`src/phy_cfg_defines.svh`:
```
// register offsets, field positions, reset values and timing counts
// assumes inclusion by bare name from the package and modules
`ifndef PHY_CFG_DEFINES_SVH
`define PHY_CFG_DEFINES_SVH

`define CFG_ADDR_W 5
`define CFG_OFF_VENDOR 5'h10
`define CFG_OFF_STATUS 5'h11
`define CFG_BIT_ENC_BYP 15
`define CFG_BIT_SCR_BYP 14
`define CFG_BIT_ALN_BYP 13
`define CFG_BIT_SD_FORCE 12
`define CFG_BIT_MEDIA 10
`define CFG_BIT_FLINK 7
`define CFG_BIT_ARPD 4
`define CFG_BIT_STATE_MACHINE_RESET 3
`define CFG_BIT_PRE_SUP 2
`define CFG_BIT_SLEEP 1
`define CFG_RW_MASK 16'hf49f
`define CFG_RESET_VAL 16'h0414
`define CFG_STATE_MACHINE_RESET_NS 40
`define CFG_STATE_MACHINE_RESET_CYC ((`CFG_STATE_MACHINE_RESET_NS + 3) / 4)

`endif

```
`src/phy_cfg_pkg.sv`:
```
// types shared by the vendor configuration register files
// assumes phy_cfg_defines.svh is on the include path
`include "phy_cfg_defines.svh"
package phy_cfg_pkg;
    typedef logic [15:0] cfg_word_t;
    typedef logic [`CFG_ADDR_W-1:0] cfg_addr_t;
    typedef enum logic [1:0] {
        SM_RUN = 2'b00,
        SM_RESET = 2'b01,
        SM_SLEEP = 2'b10
    } sm_state_t;
endpackage

```
`src/phy_vendor_config_register.sv`:
```
// vendor configuration register of the embedded phy, on a wishbone slave
// assumes a classic wishbone master on clk; datapath blocks sit outside
// line status inputs arrive asynchronously and are synchronised here
// reset and sleep sequencing drive the phy state machine reset level
`timescale 1ns/1ns
`default_nettype none
`include "phy_cfg_defines.svh"

// Function
// - encoder bypass bit skips 4b5b transmit encode and receive decode
// - scrambler bypass bit passes symbols unscrambled both ways
// - alignment bypass bit bypasses descramble, align, decode, encode, scramble
// - signal detect force bit makes the detector report valid signal
// - media select: one is copper, zero is fibre, default copper
// - forced link bit reports good 100M link regardless of line
// - auto reduced power enable, default one, permits automatic power down
// - writing one to state machine reset resets all phy state machines
// - state machine reset bit clears itself when the reset completes
// - preamble suppression, default one, accepts frames without preamble
// - writing one to sleep powers down all but oscillator and clocks
// - waking keeps configuration, state machines restart from reset
// - reserved bits 11,9,8,6,5 read zero and are written zero
// - fields change only by hardware or management access
module phy_vendor_config_register
    import phy_cfg_pkg::*;
(
    input wire logic clk,
    input wire logic rstn,
    input wire logic wb_cyc_i,
    input wire logic wb_stb_i,
    input wire logic wb_we_i,
    input wire phy_cfg_pkg::cfg_addr_t wb_adr_i,
    input wire logic [31:0] wb_dat_i,
    input wire logic [3:0] wb_sel_i,
    output logic [31:0] wb_dat_o,
    output logic wb_ack_o,
    output logic wb_err_o,
    input wire logic line_signal_detector,
    input wire logic line_link_100,
    output logic encoder_bypass,
    output logic scrambler_bypass,
    output logic alignment_bypass,
    output logic signal_detect_ok,
    output logic media_copper,
    output logic link_100_good,
    output logic auto_reduced_power_enable,
    output logic preamble_suppression,
    output logic state_machine_reset,
    output logic sleep_mode
);
    import phy_cfg_pkg::*;

    cfg_word_t cfg;
    sm_state_t state;
    logic [1:0] line_in;
    logic [1:0] line_clean;
    logic sd_clean;
    logic link_clean;
    logic req;
    logic hit_cfg;
    logic hit_status;
    logic wr_cfg;
    logic state_machine_reset_start;
    logic timer_busy;
    logic timer_done;
    logic wake;
    cfg_word_t next_cfg;
    logic [31:0] rd_word;
    logic rd_req;
    logic timer_start;

    // byte lanes 0 and 1 merged into the old word
    function automatic cfg_word_t lane_merge(input cfg_word_t old,
                                             input logic [15:0] data,
                                             input logic [1:0] sel);
        cfg_word_t r;
        r = old;
        if (sel[0]) begin
            r[7:0] = data[7:0];
        end
        if (sel[1]) begin
            r[15:8] = data[15:8];
        end
        return r;
    endfunction

    // index decode, shared by the read and write paths
    function automatic logic addr_is(input cfg_addr_t a,
                                     input cfg_addr_t off);
        return a == off;
    endfunction

    // a request is taken only while no answer is pending
    assign req = wb_cyc_i && wb_stb_i && !wb_ack_o && !wb_err_o;
    assign hit_cfg = addr_is(wb_adr_i, `CFG_OFF_VENDOR);
    assign hit_status = addr_is(wb_adr_i, `CFG_OFF_STATUS);
    assign wr_cfg = req && wb_we_i && hit_cfg;
    assign rd_req = req && !wb_we_i;

    // merged write value; reserved bits forced to zero
    always_comb begin
        next_cfg = lane_merge(cfg, wb_dat_i[15:0], wb_sel_i[1:0]);
        next_cfg = next_cfg & `CFG_RW_MASK;
        next_cfg[0] = 1'b0;
    end

    // wishbone answer one cycle after the request
    always_ff @(posedge clk or negedge rstn) begin
        if (!rstn) begin
            wb_ack_o <= 1'b0;
        end else begin
            wb_ack_o <= req && (hit_cfg || hit_status);
        end
    end

    // unmapped index answered with err and no effect
    always_ff @(posedge clk or negedge rstn) begin
        if (!rstn) begin
            wb_err_o <= 1'b0;
        end else begin
            wb_err_o <= req && !(hit_cfg || hit_status);
        end
    end

    // read value of the addressed word
    always_comb begin
        rd_word = 32'h0000_0000;
        if (hit_cfg) begin
            rd_word = {16'h0000, cfg & `CFG_RW_MASK};
        end else if (hit_status) begin
            rd_word = {28'h0000000, timer_busy, sleep_mode,
                       sd_clean, link_clean};
        end
    end

    // read data stands only in the ack cycle
    always_ff @(posedge clk or negedge rstn) begin
        if (!rstn) begin
            wb_dat_o <= 32'h0000_0000;
        end else if (rd_req) begin
            wb_dat_o <= rd_word;
        end else begin
            wb_dat_o <= 32'h0000_0000;
        end
    end

    // configuration storage
    always_ff @(posedge clk or negedge rstn) begin
        if (!rstn) begin
            cfg <= `CFG_RESET_VAL;
        end else begin
            if (wr_cfg) begin
                cfg <= next_cfg;
                // a write of zero leaves the reset bit set while the timer is busy
                if (timer_busy && !next_cfg[`CFG_BIT_STATE_MACHINE_RESET]) begin
                    cfg[`CFG_BIT_STATE_MACHINE_RESET] <= 1'b1;
                end
            end else if (timer_done) begin
                cfg[`CFG_BIT_STATE_MACHINE_RESET] <= 1'b0;
            end
        end
    end

    assign state_machine_reset_start = wr_cfg && next_cfg[`CFG_BIT_STATE_MACHINE_RESET];
    assign wake = wr_cfg && cfg[`CFG_BIT_SLEEP]
                  && !next_cfg[`CFG_BIT_SLEEP];

    // sleep and reset sequencing of the phy state machines
    always_ff @(posedge clk or negedge rstn) begin
        if (!rstn) begin
            state <= SM_RUN;
        end else begin
            unique case (state)
                SM_RUN: begin
                    if (wr_cfg && next_cfg[`CFG_BIT_SLEEP]) begin
                        state <= SM_SLEEP;
                    end else if (state_machine_reset_start) begin
                        state <= SM_RESET;
                    end
                end
                // a sleep write overrides a running reset
                SM_RESET: begin
                    if (wr_cfg && next_cfg[`CFG_BIT_SLEEP]) begin
                        state <= SM_SLEEP;
                    end else if (timer_done) begin
                        state <= SM_RUN;
                    end
                end
                SM_SLEEP: begin
                    if (wake) begin
                        state <= SM_RESET;
                    end
                end
                // unused code falls back to run
                default: begin
                    state <= SM_RUN;
                end
            endcase
        end
    end

    // one timer serves software resets and the wake-up reset
    assign timer_start = state_machine_reset_start || wake;

    phy_cfg_reset_timer u_timer (
        .clk(clk),
        .rstn(rstn),
        .start(timer_start),
        .busy(timer_busy),
        .done(timer_done)
    );

    // line status inputs come from the analog side, outside the clock
    assign line_in = {line_link_100, line_signal_detector};

    generate
        for (genvar i = 0; i < 2; i++) begin : g_line
            logic [2:0] stages;
            logic clean;

            always_ff @(posedge clk or negedge rstn) begin
                if (!rstn) begin
                    stages <= 3'h0;
                end else begin
                    stages <= {stages[1:0], line_in[i]};
                end
            end

            // a change counts once the second and third stages agree
            always_ff @(posedge clk or negedge rstn) begin
                if (!rstn) begin
                    clean <= 1'b0;
                end else if (stages[1] == stages[2]) begin
                    clean <= stages[2];
                end
            end

            assign line_clean[i] = clean;
        end
    endgenerate

    assign sd_clean = line_clean[0];
    assign link_clean = line_clean[1];

    // control outputs to the datapath, all registered
    // encode and decode bypass, also forced by alignment bypass
    always_ff @(posedge clk or negedge rstn) begin
        if (!rstn) begin
            encoder_bypass <= 1'b0;
        end else begin
            encoder_bypass <= cfg[`CFG_BIT_ENC_BYP]
                              || cfg[`CFG_BIT_ALN_BYP];
        end
    end

    // scramble bypass, also forced by alignment bypass
    always_ff @(posedge clk or negedge rstn) begin
        if (!rstn) begin
            scrambler_bypass <= 1'b0;
        end else begin
            scrambler_bypass <= cfg[`CFG_BIT_SCR_BYP]
                                || cfg[`CFG_BIT_ALN_BYP];
        end
    end

    // symbol alignment bypass
    always_ff @(posedge clk or negedge rstn) begin
        if (!rstn) begin
            alignment_bypass <= 1'b0;
        end else begin
            alignment_bypass <= cfg[`CFG_BIT_ALN_BYP];
        end
    end

    // debug force ORs with the live detector
    always_ff @(posedge clk or negedge rstn) begin
        if (!rstn) begin
            signal_detect_ok <= 1'b0;
        end else begin
            signal_detect_ok <= cfg[`CFG_BIT_SD_FORCE]
                                || sd_clean;
        end
    end

    // copper when set, fibre when clear
    always_ff @(posedge clk or negedge rstn) begin
        if (!rstn) begin
            media_copper <= 1'b1;
        end else begin
            media_copper <= cfg[`CFG_BIT_MEDIA];
        end
    end

    // forced link ORs with the live link status
    always_ff @(posedge clk or negedge rstn) begin
        if (!rstn) begin
            link_100_good <= 1'b0;
        end else begin
            link_100_good <= cfg[`CFG_BIT_FLINK]
                             || link_clean;
        end
    end

    // permission for automatic reduced power down
    always_ff @(posedge clk or negedge rstn) begin
        if (!rstn) begin
            auto_reduced_power_enable <= 1'b1;
        end else begin
            auto_reduced_power_enable <= cfg[`CFG_BIT_ARPD];
        end
    end

    // management frames accepted without preamble
    always_ff @(posedge clk or negedge rstn) begin
        if (!rstn) begin
            preamble_suppression <= 1'b1;
        end else begin
            preamble_suppression <= cfg[`CFG_BIT_PRE_SUP];
        end
    end

    // state machines held in reset while resetting or asleep
    always_ff @(posedge clk or negedge rstn) begin
        if (!rstn) begin
            state_machine_reset <= 1'b0;
        end else begin
            state_machine_reset <= (state != SM_RUN);
        end
    end

    // power down of all but oscillator and clocks
    always_ff @(posedge clk or negedge rstn) begin
        if (!rstn) begin
            sleep_mode <= 1'b0;
        end else begin
            sleep_mode <= (state == SM_SLEEP);
        end
    end
endmodule
`default_nettype wire

```
`src/phy_cfg_reset_timer.sv`:
```
// pulse stretcher that holds the phy state machine reset for a fixed time
// assumes one clock domain and a one-cycle start pulse
`timescale 1ns/1ns
`default_nettype none
`include "phy_cfg_defines.svh"
module phy_cfg_reset_timer (
    input wire logic clk,
    input wire logic rstn,
    input wire logic start,
    output logic busy,
    output logic done
);
    logic [7:0] count;

    always_ff @(posedge clk or negedge rstn) begin
        if (!rstn) begin
            count <= 8'h00;
            busy <= 1'b0;
            done <= 1'b0;
        end else begin
            done <= 1'b0;
            if (start) begin
                count <= 8'((`CFG_STATE_MACHINE_RESET_CYC) - 1);
                busy <= 1'b1;
            end else if (busy) begin
                if (count == 8'h00) begin
                    busy <= 1'b0;
                    done <= 1'b1;
                end else begin
                    count <= count - 8'h01;
                end
            end
        end
    end
endmodule
`default_nettype wire

```
`config.mk`:
```
export PLATFORM = sky130hd
export DESIGN_NAME = phy_vendor_config_register
export DESIGN_NICKNAME = d
export VERILOG_FILES = /design/src/phy_cfg_pkg.sv /design/src/phy_vendor_config_register.sv /design/src/phy_cfg_reset_timer.sv
export VERILOG_INCLUDE_DIRS = /design/src
export SDC_FILE = /design/constraint.sdc
export NUM_CORES = 1
export LEC_CHECK = 0
export BUFFER_PORTS_ARGS = -buffer_cell sky130_fd_sc_hd__buf_2
export CAP_MARGIN = 20
export CELL_PAD_IN_SITES_DETAIL_PLACEMENT = 0
export CELL_PAD_IN_SITES_GLOBAL_PLACEMENT = 1
export CORE_ASPECT_RATIO = 2
export CORE_MARGIN = 10
export CORE_UTILIZATION = 37
export DETAILED_ROUTE_END_ITERATION = 7
export PLACE_DENSITY_LB_ADDON = 0.1
export REMOVE_ABC_BUFFERS = 1
export SETUP_SLACK_MARGIN = 0.02
export SYNTH_ARGS = -nofsm -noshare
export SYNTH_HDL_FRONTEND = slang
export SYNTH_SLANG_ARGS = --single-unit
```
`constraint.sdc`:
```
create_clock -name clk -period 2.2 [get_ports clk]
set_clock_uncertainty 0.15 [all_clocks]
set_input_delay 0.11 -clock clk [delete_from_list [all_inputs] [get_ports clk]]
set_output_delay 0.11 -clock clk [all_outputs]
set_load 0.03 [all_outputs]
```
Word-level counts from Yosys, hierarchy flattened

Cells that the tools add are included.

Bits in registers: 74
Bits in latches: 0
Bits in writable memories: 0
Bits in read-only memories: 0
Input port bits: 48
Output and inout port bits: 44
Word-level logic and storage cells: 92
Memories kept: 0

$add $sub $neg: 1
$mul: 0
Div/mod/pow operators: 0
Order comparisons: 0
Equality and inequality tests: 10
Shifts and indexed selects: 0
Multiplexer cells: 22
Bitwise gates (word level): 0
Reduce and logical (&&, ||, !) cells: 34

Operators by type and width:

| kind                                                                    | number |
|---|---|
| 32-bit two-way mux                                                      | 1 |
| 8-bit two-way mux                                                       | 3 |
| 16-bit two-way mux                                                      | 1 |
| 1-bit logical AND                                                       | 13 |
| 5-bit == test, second input constant                                    | 2 |
| 2-bit two-way mux                                                       | 5 |
| 1-bit two-way mux                                                       | 9 |
| 8-bit logical NOT                                                       | 1 |
| 4-bit two-way mux                                                       | 2 |
| 8-bit by 1-bit subtractor with 8-bit output, second input constant      | 1 |
| 1-bit logical NOT                                                       | 6 |
| 1-bit logical OR                                                        | 6 |
| 2-bit case mux with 3 select lines                                      | 1 |
| 2-bit AND reduction                                                     | 3 |
| 2-bit nonzero test                                                      | 3 |
| 2-bit inequality test, second input constant                            | 2 |
| 3-bit by 2-bit inequality test with 1-bit output, second input constant | 1 |
| 3-bit inequality test, second input constant                            | 1 |
| 3-bit AND reduction                                                     | 1 |
| 1-bit == test                                                           | 2 |
| 2-bit by 1-bit == test with 1-bit output, second input constant         | 1 |
| 2-bit == test, second input constant                                    | 1 |
| 2-bit logical NOT                                                       | 1 |

Depth between registers and ports, before layout

Gate-level depths: netlist of the first run.

Word-level depth: 10
Gate-level depth with buffers: 6

Cells and area by module

From an unflattened synthesis of the first run, not the netlist that was laid out.

Cell total of the unflattened synthesis: 184
Area total of the unflattened synthesis: 2,308.5 um^2

By module, submodules not included:

| module                     | times used | cells an instance | area each (um^2) | sequential area each (um^2) |
|---|---|---|---|---|
| phy_vendor_config_register | 1          | 132               | 1,781.7          | 1,083.5 |
| phy_cfg_reset_timer        | 1          | 52                | 526.8            | 250.2 |

Least setup slack after synthesis of the first run

Ideal clock, no wire load.

Path type: reg-to-reg
Start point: register wb_err_o
End point: register u_timer.busy
Library setup time: 0.127 ns
Arrival: 1.543 ns
Required time: 1.923 ns
Setup slack: 0.379 ns
Stages on the path, launching flop included: 6
Buffers on the path: 1
Clock period less this slack: 1.821 ns
Path through: dfrtp_1 and4bb_2 and4b_1 buf_6 o21a_1 or2_2

Word-level cells in the longest chain between the ends: 8
Elaborated cells between the ends (all ways): 9
Those cells by class: mux (1); reduce/logical (8)

Ends and longest elaborated chain:

| item                                | RTL line                          | RTL |
|---|---|---|
| start, declared                     | phy_vendor_config_register.sv:37  | `output logic wb_err_o,` |
| start signal, assigned              | phy_vendor_config_register.sv:121 | `wb_err_o <= req && !(hit_cfg \|\| hit_status);` |
| 1-bit logical NOT (*)               | phy_vendor_config_register.sv:94  | `assign req = wb_cyc_i && wb_stb_i && !wb_ack_o && !wb_err_o;` |
| 1-bit logical AND (*)               | phy_vendor_config_register.sv:94  |  |
| 1-bit logical AND (*) (2 in series) | phy_vendor_config_register.sv:97  | `assign wr_cfg = req && wb_we_i && hit_cfg;` |
| 1-bit logical AND (2 in series)     | phy_vendor_config_register.sv:165 | `` assign wake = wr_cfg && cfg[`CFG_BIT_SLEEP] `` |
| 1-bit logical OR (*)                | phy_vendor_config_register.sv:203 | `assign timer_start = state_machine_reset_start \|\| wake;` |
| 1-bit two-way mux (*)               | phy_cfg_reset_timer.sv:22         | `if (start) begin` |
| end signal, assigned                | phy_cfg_reset_timer.sv:18         | `busy <= 1'b0;` |
| end signal, assigned                | phy_cfg_reset_timer.sv:24         | `busy <= 1'b1;` |
| end signal, assigned                | phy_cfg_reset_timer.sv:27         | `busy <= 1'b0;` |
| end, declared                       | phy_cfg_reset_timer.sv:10         | `output logic busy,` |

Every way passes the cells marked *; elsewhere a longest branch is shown, timed or not.
A chain may end at the register's enable or synchronous reset.

Worst setup path in the final report of the first run

Start point: input port wb_adr_i[1]
End point: register u_timer.count[1]

Word-level cells in the longest chain between the ends: 7
Elaborated cells between the ends (all ways): 10
Those cells by class: eq/ne (2); mux (1); reduce/logical (7)

Ends and longest elaborated chain:

| item                                                                  | RTL line                          | RTL |
|---|---|---|
| start, declared                                                       | phy_vendor_config_register.sv:32  | `input wire phy_cfg_pkg::cfg_addr_t wb_adr_i,` |
| 5-bit == test (*)                                                     | phy_vendor_config_register.sv:90  | `return a == off;` |
| 1-bit logical AND (*)                                                 | phy_vendor_config_register.sv:97  |  |
| 1-bit logical AND (2 in series)                                       | phy_vendor_config_register.sv:165 |  |
| 1-bit logical OR (*)                                                  | phy_vendor_config_register.sv:203 |  |
| 2-bit inequality test (no line) or 2-bit nonzero test (tied branches) | -                                 |  |
| 2-bit AND reduction (no line)                                         | -                                 |  |
| end signal, assigned                                                  | phy_cfg_reset_timer.sv:23         | `` count <= 8'((`CFG_STATE_MACHINE_RESET_CYC) - 1); `` |
| end signal, assigned                                                  | phy_cfg_reset_timer.sv:30         | `count <= count - 8'h01;` |
| end, declared                                                         | phy_cfg_reset_timer.sv:13         | `logic [7:0] count;` |

Marks and branches as above.

==> summary.md, run 1 <==
| Metric | Value |
|---|---|
| Root buffer cell | `clkbuf_16` |
| Initial DRC Count | `47` |
| Router iterations before antenna repair | `4` |
| CP Max Fanout | `9` |
| Synthesized area per cell | `around 13 um2` |
| DR vias | `~1,500` |
| CTS sink count | `53` |
| Sequential area share after synthesis | `approximately three fifths` |
| Register share of total power | `roughly 51%` |
| Rel. slew slack | `55.72%` |
| EDFF count, synth | `0` |
| Core Region | `just under 0.006 mm2` |
| Post-CTS Repair Setup Buffers | `0` |
| Die H | `roughly 130 um` |
| Global-route wire length before repair | `7714 um` |
| Placed insts | `around 280` |
| P_sw | `about 0.60 mW` |
| Clk buf depth | `2` |
| Worst slew pin tran | `0.6641 ns` |
| Final Non-Filler Cells | `between 300 and 400` |
| Unique masters post-synth | `44` |
| Critical path launch point type | `input pin` |
| Flops & latches, synth | `53` |
| Fmax | `~500 MHz` |
| Via-per-instance ratio | `4.739` |
| Max Cap Viol | `0` |
| Hold slack | `around 0.08 ns` |
| P_int | `1.600 mW` |
| Final setup fails | `0` |
| M2 GR Usage | `around 18%` |
| Leak Pwr | `1.421 nW` |
| Largest net degree at the start of global routing | `31` |
| Met3 Usage GRT | `under 10%` |
| Outcome | `complete, no violations` |
| Comb power frac | `roughly 14%` |
| CP endpoint kind | `register` |
| Main synth FF type | `dfrtp_1` |
| # rows | `40` |
| Slew Viols, Final | `0` |
| Hold/Removal Path Class | `in2reg` |
| Final Hold Fails | `0` |
| Remaining antenna violation count | `0` |
| Number of port buffers | `46` |
| Met1 GRT Util | `between 10% and 20%` |
| Die area | `0.009797 mm2` |
| Final worst-path cycle share | `about nine tenths` |
| GRT overflow | `0` |
| WS Path Type | `in2reg` |
| Routed wire per std cell | `roughly 16 um` |
| Skew-Pair Late Insertion Delay | `0.29 ns` |
| # IOs | `92` |
| Async SR Flop Fraction | `100.0%` |
| Yosys warns | `0` |
| Antenna diodes | `0` |
| Vias in the first global route | `between 1,500 and 2,000` |
| Worst-path clk slew | `0.07 ns` |
| Routed WL | `4851 um` |
| CP Data Arrival Time | `~2.0 ns` |
| DRC | `0` |
| Final setup TNS | `0 ns` |
| Switching Share | `~27%` |
| H-tree levels | `2` |
| Layout Nets | `about 300` |
| CTS Buf Count | `5` |
| Layout cell share with drive strength beyond 1 | `34.43%` |
| CTS tree | `built` |
| Starting Density | `a little under two fifths` |
| Overall Power | `approximately 2.2 mW` |
| Die span in x | `around 75 um` |
| GP Congestion | `around 0.79` |
| Crit-path slowest cell | `dlygate4sd3_1` |
| Post-layout minimum cycle time | `between 2 and 2.5 ns` |
| GRT Total Usage | `10.38%` |
| Crit path required time | `around 2.2 ns` |
| Area grow syn2layout | `23.39%` |
| GRT busiest layer | `met2` |
| Syn Inst Count | `175` |
| Post-detail-place hpwl | `3761 um` |
| Clock power share | `34.7%` |
| Netlist Area Pre-Place | `between 0.002 and 0.0025 mm2` |
| Crit path cell chain | `dlygate4sd3_1 > buf_2 > nor4b_4 > and4b_1 > buf_4 > o21a_1 > a211oi_1` |
| Max incr delay on CP | `around 0.53 ns` |
| Worst vdd ir | `444.2 uV` |
| Pwr Density | `790.1 mW/mm2` |
| Initial antenna violation count | `0` |
| RSZ-0062 raised after global routing | `false` |
==> layer usage <==
metal,part of all wire (%),vias up,routed length [um]
met5,0,-,0
met4,2.7,0,130
met3,7.6,7,370
met2,54,52,2633
met1,35,716,1717
li1,-,680,-
==> worst paths after layout <==
path / start / endpoint / slack (ns) / depth (start not counted)
setup / recovery: wb_adr_i[1] / u_timer.count[1]$_DFFE_PN0P_ / 0.19 / 7
hold / removal: wb_sel_i[1] / cfg[15]$_DFFE_PN0P_ / 0.08 / 3
setup reg to reg: u_timer.count[0]$_DFFE_PN0P_ / u_timer.count[3]$_DFFE_PN0P_ / 0.21 / 6
hold reg to reg: g_line[1].stages[0]$_DFF_PN0_ / g_line[1].stages[1]$_DFF_PN0_ / 0.20 / 0
max in group asynchronous: rstn / preamble_suppression$_DFF_PN1_ / 0.97 / 3
min in group asynchronous: rstn / cfg[7]$_DFFE_PN0P_ / 0.23 / 2
==> worst max-delay path, delay by kind of cell <==
family | cells | cell delay, ns
compound gates | 2 | 0.41
simple gates | 2 | 0.61
buf+inv | 3 | 0.86
==> stage by stage <==
stage	cell area [um2]	setup slack (ns)	utilization, %
floorplan	2153	0.2582	-
global placement	2485	0.2322	41.72
detailed placement	2485	0.2117	41.72
CTS	2779	0.1950	46.66
global route	2779	0.04764	46.66
finish	2779	0.1908	46.66
==> registers in the layout (all words and copies together), names as in the netlist, 2 cells and up <==
signal,cells
wb_dat_o,11
cfg,10
u_timer.count,8
g_line.stages,6
g_line.clean,2
state,2
==> logic make-up (layout without fill, tap and decap cells) <==
| family | count (synthesis) | count (layout) | synth area share, % |
|---|---|---|---|
| simple gates | 59 | 59 | 16.44 |
| flops | 53 | 53 | 59.22 |
| buf+inv | 25 | 74 | 8.055 |
| compound gates | 15 | 15 | 4.278 |
| mux | 14 | 14 | 8.278 |
| fa+ha+maj | 4 | 4 | 2.000 |
| xor+xnor | 4 | 4 | 1.556 |
| other cells | 1 | 21 | 0.1665 |
==> placed cells by master (no fill, tap or decap), types with 3 or more instances in the layout <==
cell           netlist  layout
nand2_1              6       6
dlygate4sd3_1        0      15
clkbuf_16            0       5
dfrtp_1             47      47
or2_2                6       6
nor2_1              14      14
dfstp_2              6       6
buf_2                0      46
and2_1               8       8
mux2_4               9       9
mux2i_1              4       4
conb_1               1      21
nand3_1              3       3
buf_4               21       3
o21ai_0              5       5
a21oi_1              3       3
or3_1                3       3
==> cell usage after synthesis, drive strengths merged (2+ instances only) <==
| cell | number | share of area [%] |
|---|---|---|
| a211oi | 2 | 0.67 |
| a21oi | 3 | 0.67 |
| and2 | 8 | 2.2 |
| buf | 22 | 7.5 |
| dfrtp | 47 | 52 |
| dfstp | 6 | 7.0 |
| ha | 2 | 1.1 |
| inv | 2 | 0.33 |
| maj3 | 2 | 0.89 |
| mux2 | 10 | 6.5 |
| mux2i | 4 | 1.8 |
| nand2 | 8 | 2.0 |
| nand2b | 2 | 0.56 |
| nand3 | 3 | 0.67 |
| nor2 | 14 | 2.3 |
| nor2b | 2 | 0.56 |
| nor4b | 2 | 1.7 |
| o21ai | 5 | 1.1 |
| or2 | 6 | 1.7 |
| or3 | 3 | 0.83 |
| xnor2 | 2 | 0.78 |
| xor2 | 2 | 0.78 |
==> repair_timing <==
| action | CTS | global route |
|---|---|---|
| endpoints found under the hold margin | 38 | 0 |
| hold buffers | 15 | 0 |
| resized for setup | 0 | 0 |
==> power groups by stage <==
stage | Combinational [mW] | Sequential (mW) | Clock [mW]
2_1_floorplan | 0.171 | 1.15 | 0
3_3_place_gp | 0.281 | 1.13 | 0
3_5_place_dp | 0.299 | 1.14 | 0
4_1_cts | 0.322 | 1.12 | 0.796
5_1_grt | 0.357 | 1.13 | 0.826
6_report | 0.316 | 1.12 | 0.761
==> layout make-up <==
cell class / count / area (um2)
clock buffers: 6 / 128.9
fillers: 581 / 3177
inverters: 2 / 7.507
repair buffers: 64 / 402.9
well taps: 63 / 78.83
multi-input cells: 117 / 812.0
flip-flops and latches: 53 / 1334
clock inverters: 2 / 15.01
Note: power is estimated with default switching activity, not from simulation.
==> run 2: changes to the inputs <==
- ABC_AREA: default -> 1
- CORE_UTILIZATION: 37 -> 35
==> run 2 against run 1 <==
  * Critical endpoint is now cfg[12]$_DFFE_PN0P_
  * Sequential share of layout area fell by 2.7 points
  * Fmax decreased by 1.5%
  * Design area grew 6.0%
  * Die area is 8.0% higher
  * Register-to-register slack about the same
  * Combinational power rose by 110%
  * Sequential cell count is the same
  * Critical path type unchanged
==> summary.md, run 2 <==
| Metric | Value |
|---|---|
| GRT Total Usage | `10.66% (+0.28 points)` |
| Starting Density | `35.71% (-2.1 points)` |
| Final setup fails | `0 (unchanged)` |
| Antenna diodes | `0 (unchanged)` |
| Post-synthesis share of cell area spent on xor and xnor gates | `0.3733% (-1.2 points)` |
| Crit path cell chain | `dlygate4sd3_1 > buf_2 > nor2_2 > nand2_1 > nor2_2 > buf_6 > nand2_1 > clkinv_2 > nand3_1 > dlygate4sd3_1 > nand2_1` |
| Final setup TNS | `0 ns (unchanged)` |
| Biggest regs | `wb_dat_o: 11 flops, cfg: 10 flops, u_timer.count: 8 flops` |
| Biggest register | `wb_dat_o` |
| Initial DRC Count | `108 (+130%)` |
| Initial antenna violation count | `0 (unchanged)` |
| Layout Nets | `365 (+25%)` |
| Die span in x | `77.89 um (+3.6%)` |
| Layout cell share with drive strength beyond 1 | `27.53% (-6.9 points)` |
| CTS sink count | `53 (unchanged)` |
| Rel. slew slack | `55.17% (-0.55 points)` |
| Sequential area share after synthesis | `56.85% (-2.4 points)` |
| CTS tree | `built` |
| Yosys warns | `0 (unchanged)` |
| Final worst-path cycle share | `92.71% (+1.4 points)` |
| DR vias | `1,711 (+18%)` |
| Commonest non-fill, non-tap cells in the layout | `47 x dfrtp_1, 46 x buf_2, 45 x nand2_1` |
| Unique masters post-synth | `35 (-20%)` |
| Most numerous cell in the Yosys netlist | `dfrtp_1` |
| H-tree levels | `2 (unchanged)` |
| # IOs | `92 (unchanged)` |
| Syn Inst Count | `247 (+41%)` |
| R2R Path End | `cfg[12]$_DFFE_PN0P_` |
| Skew-Pair Late Insertion Delay | `0.29 ns (about the same)` |
| Global-route wire length before repair | `8983 um (+16%)` |
| Worst slew pin tran | `0.6724 ns (+0.008251 ns)` |
| Multi-input combinational cell area | `788.3 um2 (-2.9%)` |
| GRT overflow | `0 (unchanged)` |
| Worst r2r path cells | `8 (+2)` |
| Layout filler cell count | `650 (+12%)` |
| Leading area contributor after synthesis | `dfrtp_1` |
| Crit path required time | `2.28 ns (+0.09 ns)` |
| CP endpoint kind | `register` |
| Largest net degree at the start of global routing | `54 (+74%)` |
| Post-CTS Repair Setup Buffers | `0 (unchanged)` |
| Netlist Area Pre-Place | `0.002346 mm2 (+4.2%)` |
| Post-detail-place hpwl | `4139 um (+10%)` |
| Clk buf depth | `2 (unchanged)` |
| Slew Viols, Final | `0 (unchanged)` |
| Remaining antenna violation count | `0 (unchanged)` |
| Final Hold Fails | `0 (unchanged)` |
| # rows | `42 (+5.0%)` |
| Routed wire per std cell | `13.38 um (-15%)` |
| Hold endpoint | `cfg[10]$_DFFE_PN1P_` |
| Worst R2R Setup Slack | `0.22 ns (about the same)` |
| Main combinational cell family by area after synthesis | `simple AND/OR/NAND/NOR gates` |
| Synth Area in Adders | `1.920% (-0.080 points)` |
| Pwr Density | `949.9 mW/mm2 (+20%)` |
| Synth top area cells | `dfrtp_1 50%, nand2_1 7.2%, dfstp_2 6.7%` |
| Async SR Flop Fraction | `100.0% (unchanged)` |
| Mux contribution to synthesized area | `0% (-8.3 points)` |
| Register area | `0.001334 mm2 (unchanged)` |
| Post-layout minimum cycle time | `2.040 ns (+0.03051 ns)` |
| WS Path Type | `in2reg` |
| Post-synth top cells | `47 x dfrtp_1, 45 x nand2_1, 28 x nor2_1, 26 x inv_1, 21 x buf_4` |
| FF-to-FF Start | `wb_ack_o$_DFF_PN0_` |
| Die H | `135.8 um (+4.2%)` |
| WHS Path Cells | `4 (+1)` |
| Commonest non-fill, non-tap cell in the layout | `dfrtp_1` |
| DRC | `0 (unchanged)` |
| CTS Buf Count | `5 (unchanged)` |
| Overall Power | `2.798 mW (+27%)` |
| Synth top area share | `50.13% (-2.1 points)` |
| Router iterations before antenna repair | `4 (unchanged)` |
| Core Region | `0.006569 mm2 (+10%)` |
| Worst-path clk slew | `0.07 ns (about the same)` |
| Root buffer cell | `clkbuf_16` |
| Die area | `0.01058 mm2 (+8.0%)` |
| Synth Area in Compound Gates | `4.693% (+0.42 points)` |
| Crit-path slowest cell | `dlygate4sd3_1` |
| Flops & latches, synth | `53 (unchanged)` |
| CP Max Fanout | `11 (+2)` |
| Max FFs per register | `11 (unchanged)` |
| Main synth FF type | `dfrtp_1` |
| Via-per-instance ratio | `4.235 (-11%)` |
| CP Data Arrival Time | `2.12 ns (+0.12 ns)` |
| Area grow syn2layout | `25.55%` |
| RSZ-0062 raised after global routing | `false` |
| Final core area utilization | `44.84% (-1.8 points)` |
| Critical path launch point type | `input pin` |
| Hold_sp | `wb_sel_i[1]` |
| Vias in the first global route | `1,822 (+15%)` |
| Max incr delay on CP | `0.56 ns (+0.03 ns)` |
| Most used cell, CP | `nand2_1` |
| GP Congestion | `0.7564 (-3.7%)` |
| Max Cap Viol | `0 (unchanged)` |
| Leak Pwr | `1.480 nW (+4.1%)` |
| Outcome | `complete, no violations` |
| Fmax | `490.3 MHz (-1.5%)` |
| Routed WL | `5407 um (+11%)` |
| Number of port buffers | `46 (unchanged)` |
| Hold/Removal Path Class | `in2reg` |
| Synthesized area per cell | `9.498 um2 (-26%)` |
| Synth Area in Simple Gates | `23.15% (+6.7 points)` |
| EDFF count, synth | `0 (unchanged)` |
| Worst vdd ir | `526.0 uV (+18%)` |
-- run 2: layout make-up --
cell class	instances	share of cell area (%)
clock buffers	6	4.715
clock inverters	2	1.274
inverters	31	3.993
multi-input cells	159	26.76
flip-flops and latches	53	45.28
well taps	88	3.738
repair buffers	65	14.23
-- run 2: kinds of logic (layout without fill, tap and decap cells) --
group / count (synthesis) / after routing
XOR/XNOR: 1 / 1
flip-flops: 53 / 53
buffers and inverters: 55 / 104
AND/OR/NAND/NOR: 114 / 114
other: 1 / 21
AO/OA/AOI/OAI: 19 / 19
adder cells (fa/ha/maj): 4 / 4
-- run 2: where the power goes --
part	internal, mW	total (mW)	switching [mW]
clock	0.568	0.909	0.341
sequential	1.11	1.22	0.109
combinational	0.241	0.667	0.426
-- run 2: worst max-delay path by stage --
stage / startpoint / slack (ns) / endpoint / cells past startpoint
after floorplan: wb_ack_o$_DFF_PN0_ / 0.64 / cfg[13]$_DFFE_PN0P_ / 8
after global placement: wb_ack_o$_DFF_PN0_ / 0.56 / cfg[14]$_DFFE_PN0P_ / 8
after detailed placement: wb_ack_o$_DFF_PN0_ / 0.57 / cfg[13]$_DFFE_PN0P_ / 8
after CTS: wb_adr_i[2] / 0.14 / cfg[12]$_DFFE_PN0P_ / 11
after global routing: wb_adr_i[2] / 0.02 / cfg[4]$_DFFE_PN1P_ / 11
final: wb_adr_i[2] / 0.16 / cfg[12]$_DFFE_PN0P_ / 11
-- run 2: worst max-delay path, delay by kind of cell --
kind / cells / cell delay (ns)
simple gates: 6 / 0.49
buf+inv: 5 / 1.50
-- run 2: timing repair --
| action | 4_1_cts | 5_1_grt |
|---|---|---|
| setup endpoints to repair | 0 | 6 |
| hold endpoints to repair | 58 | 0 |
| hold buffers | 17 | 0 |
| gates resized for setup | 0 | 2 |
-- run 2: stage by stage --
step	hold slack, ns	std cells	cell area [um2]	setup WS, ns
global route	0.04281	404	2945	0.02149
floorplan	-0.3356	243	2237	0.6378
CTS	0.01175	404	2939	0.1422
detailed placement	0.06994	379	2592	0.5661
global placement	0.06890	379	2592	0.5589
finish	0.01196	404	2945	0.1603
-- run 2: routing by layer --
metal | GRT usage, % | routed length [um]
met2 | 20.57 | 3206
met3 | 3.258 | 313
met4 | 4.810 | 60
met1 | 9.732 | 1826
met5 | 0 | 0
==> run 3: changes to the inputs <==
- ABC_AREA: 1 -> default
- CAP_MARGIN: 20 -> 30
- CORE_UTILIZATION: 35 -> 37
- RECOVER_POWER: default -> 100
==> run 3 against run 2 <==
  * Power fell by 22%
  * Non-clock buffer count fell by 1
  * Wire length fell by 10%
  * Critical endpoint is now cfg[7]$_DFFE_PN0P_
  * Largest cell class unchanged
==> summary.md, run 3 (synthesized netlist as in run 1, its figures left out) <==
| Metric | Value |
|---|---|
| Outcome | `complete, no violations` |
| Post-detail-place hpwl | `3761 um (-9.1%)` |
| Crit path required time | `2.22 ns (-0.06 ns)` |
| Crit-path slowest cell | `dlygate4sd3_1` |
| Clk buf depth | `2 (unchanged)` |
| Number of port buffers | `46 (unchanged)` |
| Die area | `0.009797 mm2 (-7.4%)` |
| Final worst-path cycle share | `91.93% (-0.78 points)` |
| Initial DRC Count | `31 (-71%)` |
| Starting Density | `37.82% (+2.1 points)` |
| Max Cap Viol | `0 (unchanged)` |
| Post-layout minimum cycle time | `2.022 ns (-0.01722 ns)` |
| Layout cell share with drive strength beyond 1 | `18.85% (-8.7 points)` |
| Final Non-Filler Cells | `307 (-24%)` |
| Via-per-instance ratio | `4.720 (+11%)` |
| Router iterations before antenna repair | `4 (unchanged)` |
| Antenna diodes | `0 (unchanged)` |
| Pwr Density | `808.5 mW/mm2 (-15%)` |
| Die H | `130.3 um (-4.0%)` |
| Routed wire per std cell | `15.86 um (+19%)` |
| WS Path Type | `in2reg` |
| Routed WL | `4869 um (-10%)` |
| Layout filler cell count | `605 (-6.9%)` |
| Final setup fails | `0 (unchanged)` |
| Worst slew pin tran | `0.7040 ns (+0.03164 ns)` |
| Commonest non-fill, non-tap cells in the layout | `47 x dfrtp_1, 27 x clkbuf_1, 22 x buf_2` |
| Worst vdd ir | `443.0 uV (-16%)` |
| Root buffer cell | `clkbuf_16` |
| GP Congestion | `0.7853 (+3.8%)` |
| RSZ-0062 raised after global routing | `false` |
| Rel. slew slack | `53.06% (-2.1 points)` |
| Remaining antenna violation count | `0 (unchanged)` |
| CTS tree | `built` |
| Crit path cell chain | `dlygate4sd3_1 > clkbuf_1 > nor4b_4 > and4b_1 > buf_4 > nand2_1 > mux2_1` |
| CTS sink count | `53 (unchanged)` |
| Leak Pwr | `1.272 nW (-14%)` |
| DRC | `0 (unchanged)` |
| Final Hold Fails | `0 (unchanged)` |
| CTS Buf Count | `5 (unchanged)` |
| GRT overflow | `0 (unchanged)` |
| GRT Total Usage | `10.38% (-0.28 points)` |
| Area grow syn2layout | `19.89%` |
| Layout Nets | `293 (-20%)` |
| Max incr delay on CP | `0.54 ns (-0.02 ns)` |
| Global-route wire length before repair | `7714 um (-14%)` |
| Critical path launch point type | `input pin` |
| Slew Viols, Final | `0 (unchanged)` |
| H-tree levels | `2 (unchanged)` |
| # IOs | `92 (unchanged)` |
| Commonest non-fill, non-tap cell in the layout | `dfrtp_1` |
| Biggest register | `wb_dat_o` |
| Fmax | `494.4 MHz (+0.85%)` |
| Final setup TNS | `0 ns (unchanged)` |
| Vias in the first global route | `1,583 (-13%)` |
| Die span in x | `75.17 um (-3.5%)` |
| Biggest regs | `wb_dat_o: 11 flops, cfg: 10 flops, u_timer.count: 8 flops` |
| CP endpoint kind | `register` |
| Initial antenna violation count | `0 (unchanged)` |
| Hold/Removal Path Class | `in2reg` |
| Core Region | `0.005956 mm2 (-9.3%)` |
| Max FFs per register | `11 (unchanged)` |
| CP Max Fanout | `9 (-2)` |
| Largest net degree at the start of global routing | `31 (-43%)` |
| Worst-path clk slew | `0.07 ns (about the same)` |
| CP Data Arrival Time | `2.04 ns (-0.08 ns)` |
| Skew-Pair Late Insertion Delay | `0.29 ns (about the same)` |
| # rows | `40 (-4.8%)` |
| Placed insts | `284 (-25%)` |
| DR vias | `1,449 (-15%)` |
## run 3: changes by cell type in the layout (fill, tap and decap cells not counted), moves of 7 or more
| cell | delta |
|---|---|
| nand2_1 | -37 |
| clkbuf_1 | +27 |
| buf_2 | -24 |
| inv_1 | -24 |
| nand3_1 | -13 |
| nor2_1 | -13 |
| mux2_1 | +7 |
| nand2_2 | -7 |
## run 3: through the flow
step / worst slack [ns] / utilization, % / instance area, um2 / hold WS [ns] / power (mW)
2_1_floorplan: 0.2582 / - / 2153 / -0.3356 / 1.320
3_3_place_gp: 0.2322 / 41.72 / 2485 / 0.01070 / 1.411
3_5_place_dp: 0.2117 / 41.72 / 2485 / 0.02803 / 1.435
4_1_cts: 0.1950 / 46.66 / 2779 / 0.07225 / 2.236
5_1_grt: 0.04764 / 45.34 / 2700 / 0.1011 / 2.300
6_report: 0.1775 / 45.34 / 2700 / 0.08092 / 2.183
## run 3: worst paths after layout
kind                                                 endpoint  cells past startpoint                     startpoint  slack [ns]
worst max-delay path                       cfg[7]$_DFFE_PN0P_                      7                    wb_adr_i[1]        0.18
worst min-delay path                    wb_dat_o[3]$_DFF_PN0_                      3                        wb_we_i        0.08
worst max register to register   u_timer.count[3]$_DFFE_PN0P_                      6   u_timer.count[0]$_DFFE_PN0P_        0.21
worst min register to register  g_line[1].stages[1]$_DFF_PN0_                      0  g_line[1].stages[0]$_DFF_PN0_        0.20
max in group asynchronous              u_timer.done$_DFF_PN0_                      3                           rstn        0.62
min in group asynchronous                  cfg[7]$_DFFE_PN0P_                      2                           rstn        0.23
## run 3: worst max-delay path: cells and delay by family
kind,cells,cell delay [ns]
buf+inv,3,0.83
simple gates,3,0.75
mux,1,0.36
## run 3: cell type report
class / instances / area [um2] / share of cell area [%]
Clock buffer: 6 / 128.9 / 4.773
Timing Repair Buffer: 64 / 365.4 / 13.53
Inverter: 2 / 7.507 / 0.2780
Tap cell: 63 / 78.83 / 2.919
Multi-Input combinational cell: 117 / 770.7 / 28.54
Clock inverter: 2 / 15.01 / 0.5561
Sequential cell: 53 / 1334 / 49.40
## run 3: metal layers
metal / GRT usage, % / vias to the layer above / routed length (um)
met5: 0 / - / 0
met4: 5.501 / 0 / 130
met3: 3.422 / 7 / 400
met2: 18.17 / 52 / 2603
met1: 10.38 / 708 / 1734
li1: - / 682 / -
## run 3: power by group
group | internal [mW] | leakage, nW | switching (mW)
sequential | 1.05 | 0.656 | 0.0659
clock | 0.422 | 0.0631 | 0.339
combinational | 0.114 | 0.553 | 0.190
## run 3: timing repair
| item | 4_1_cts | 5_1_grt |
|---|---|---|
| endpoints found under the setup margin | 0 | 0 |
| hold endpoints to repair | 38 | 0 |
| hold buffers | 15 | 0 |
| resized for setup | 0 | 0 |
| setup buffers | 0 | 0 |
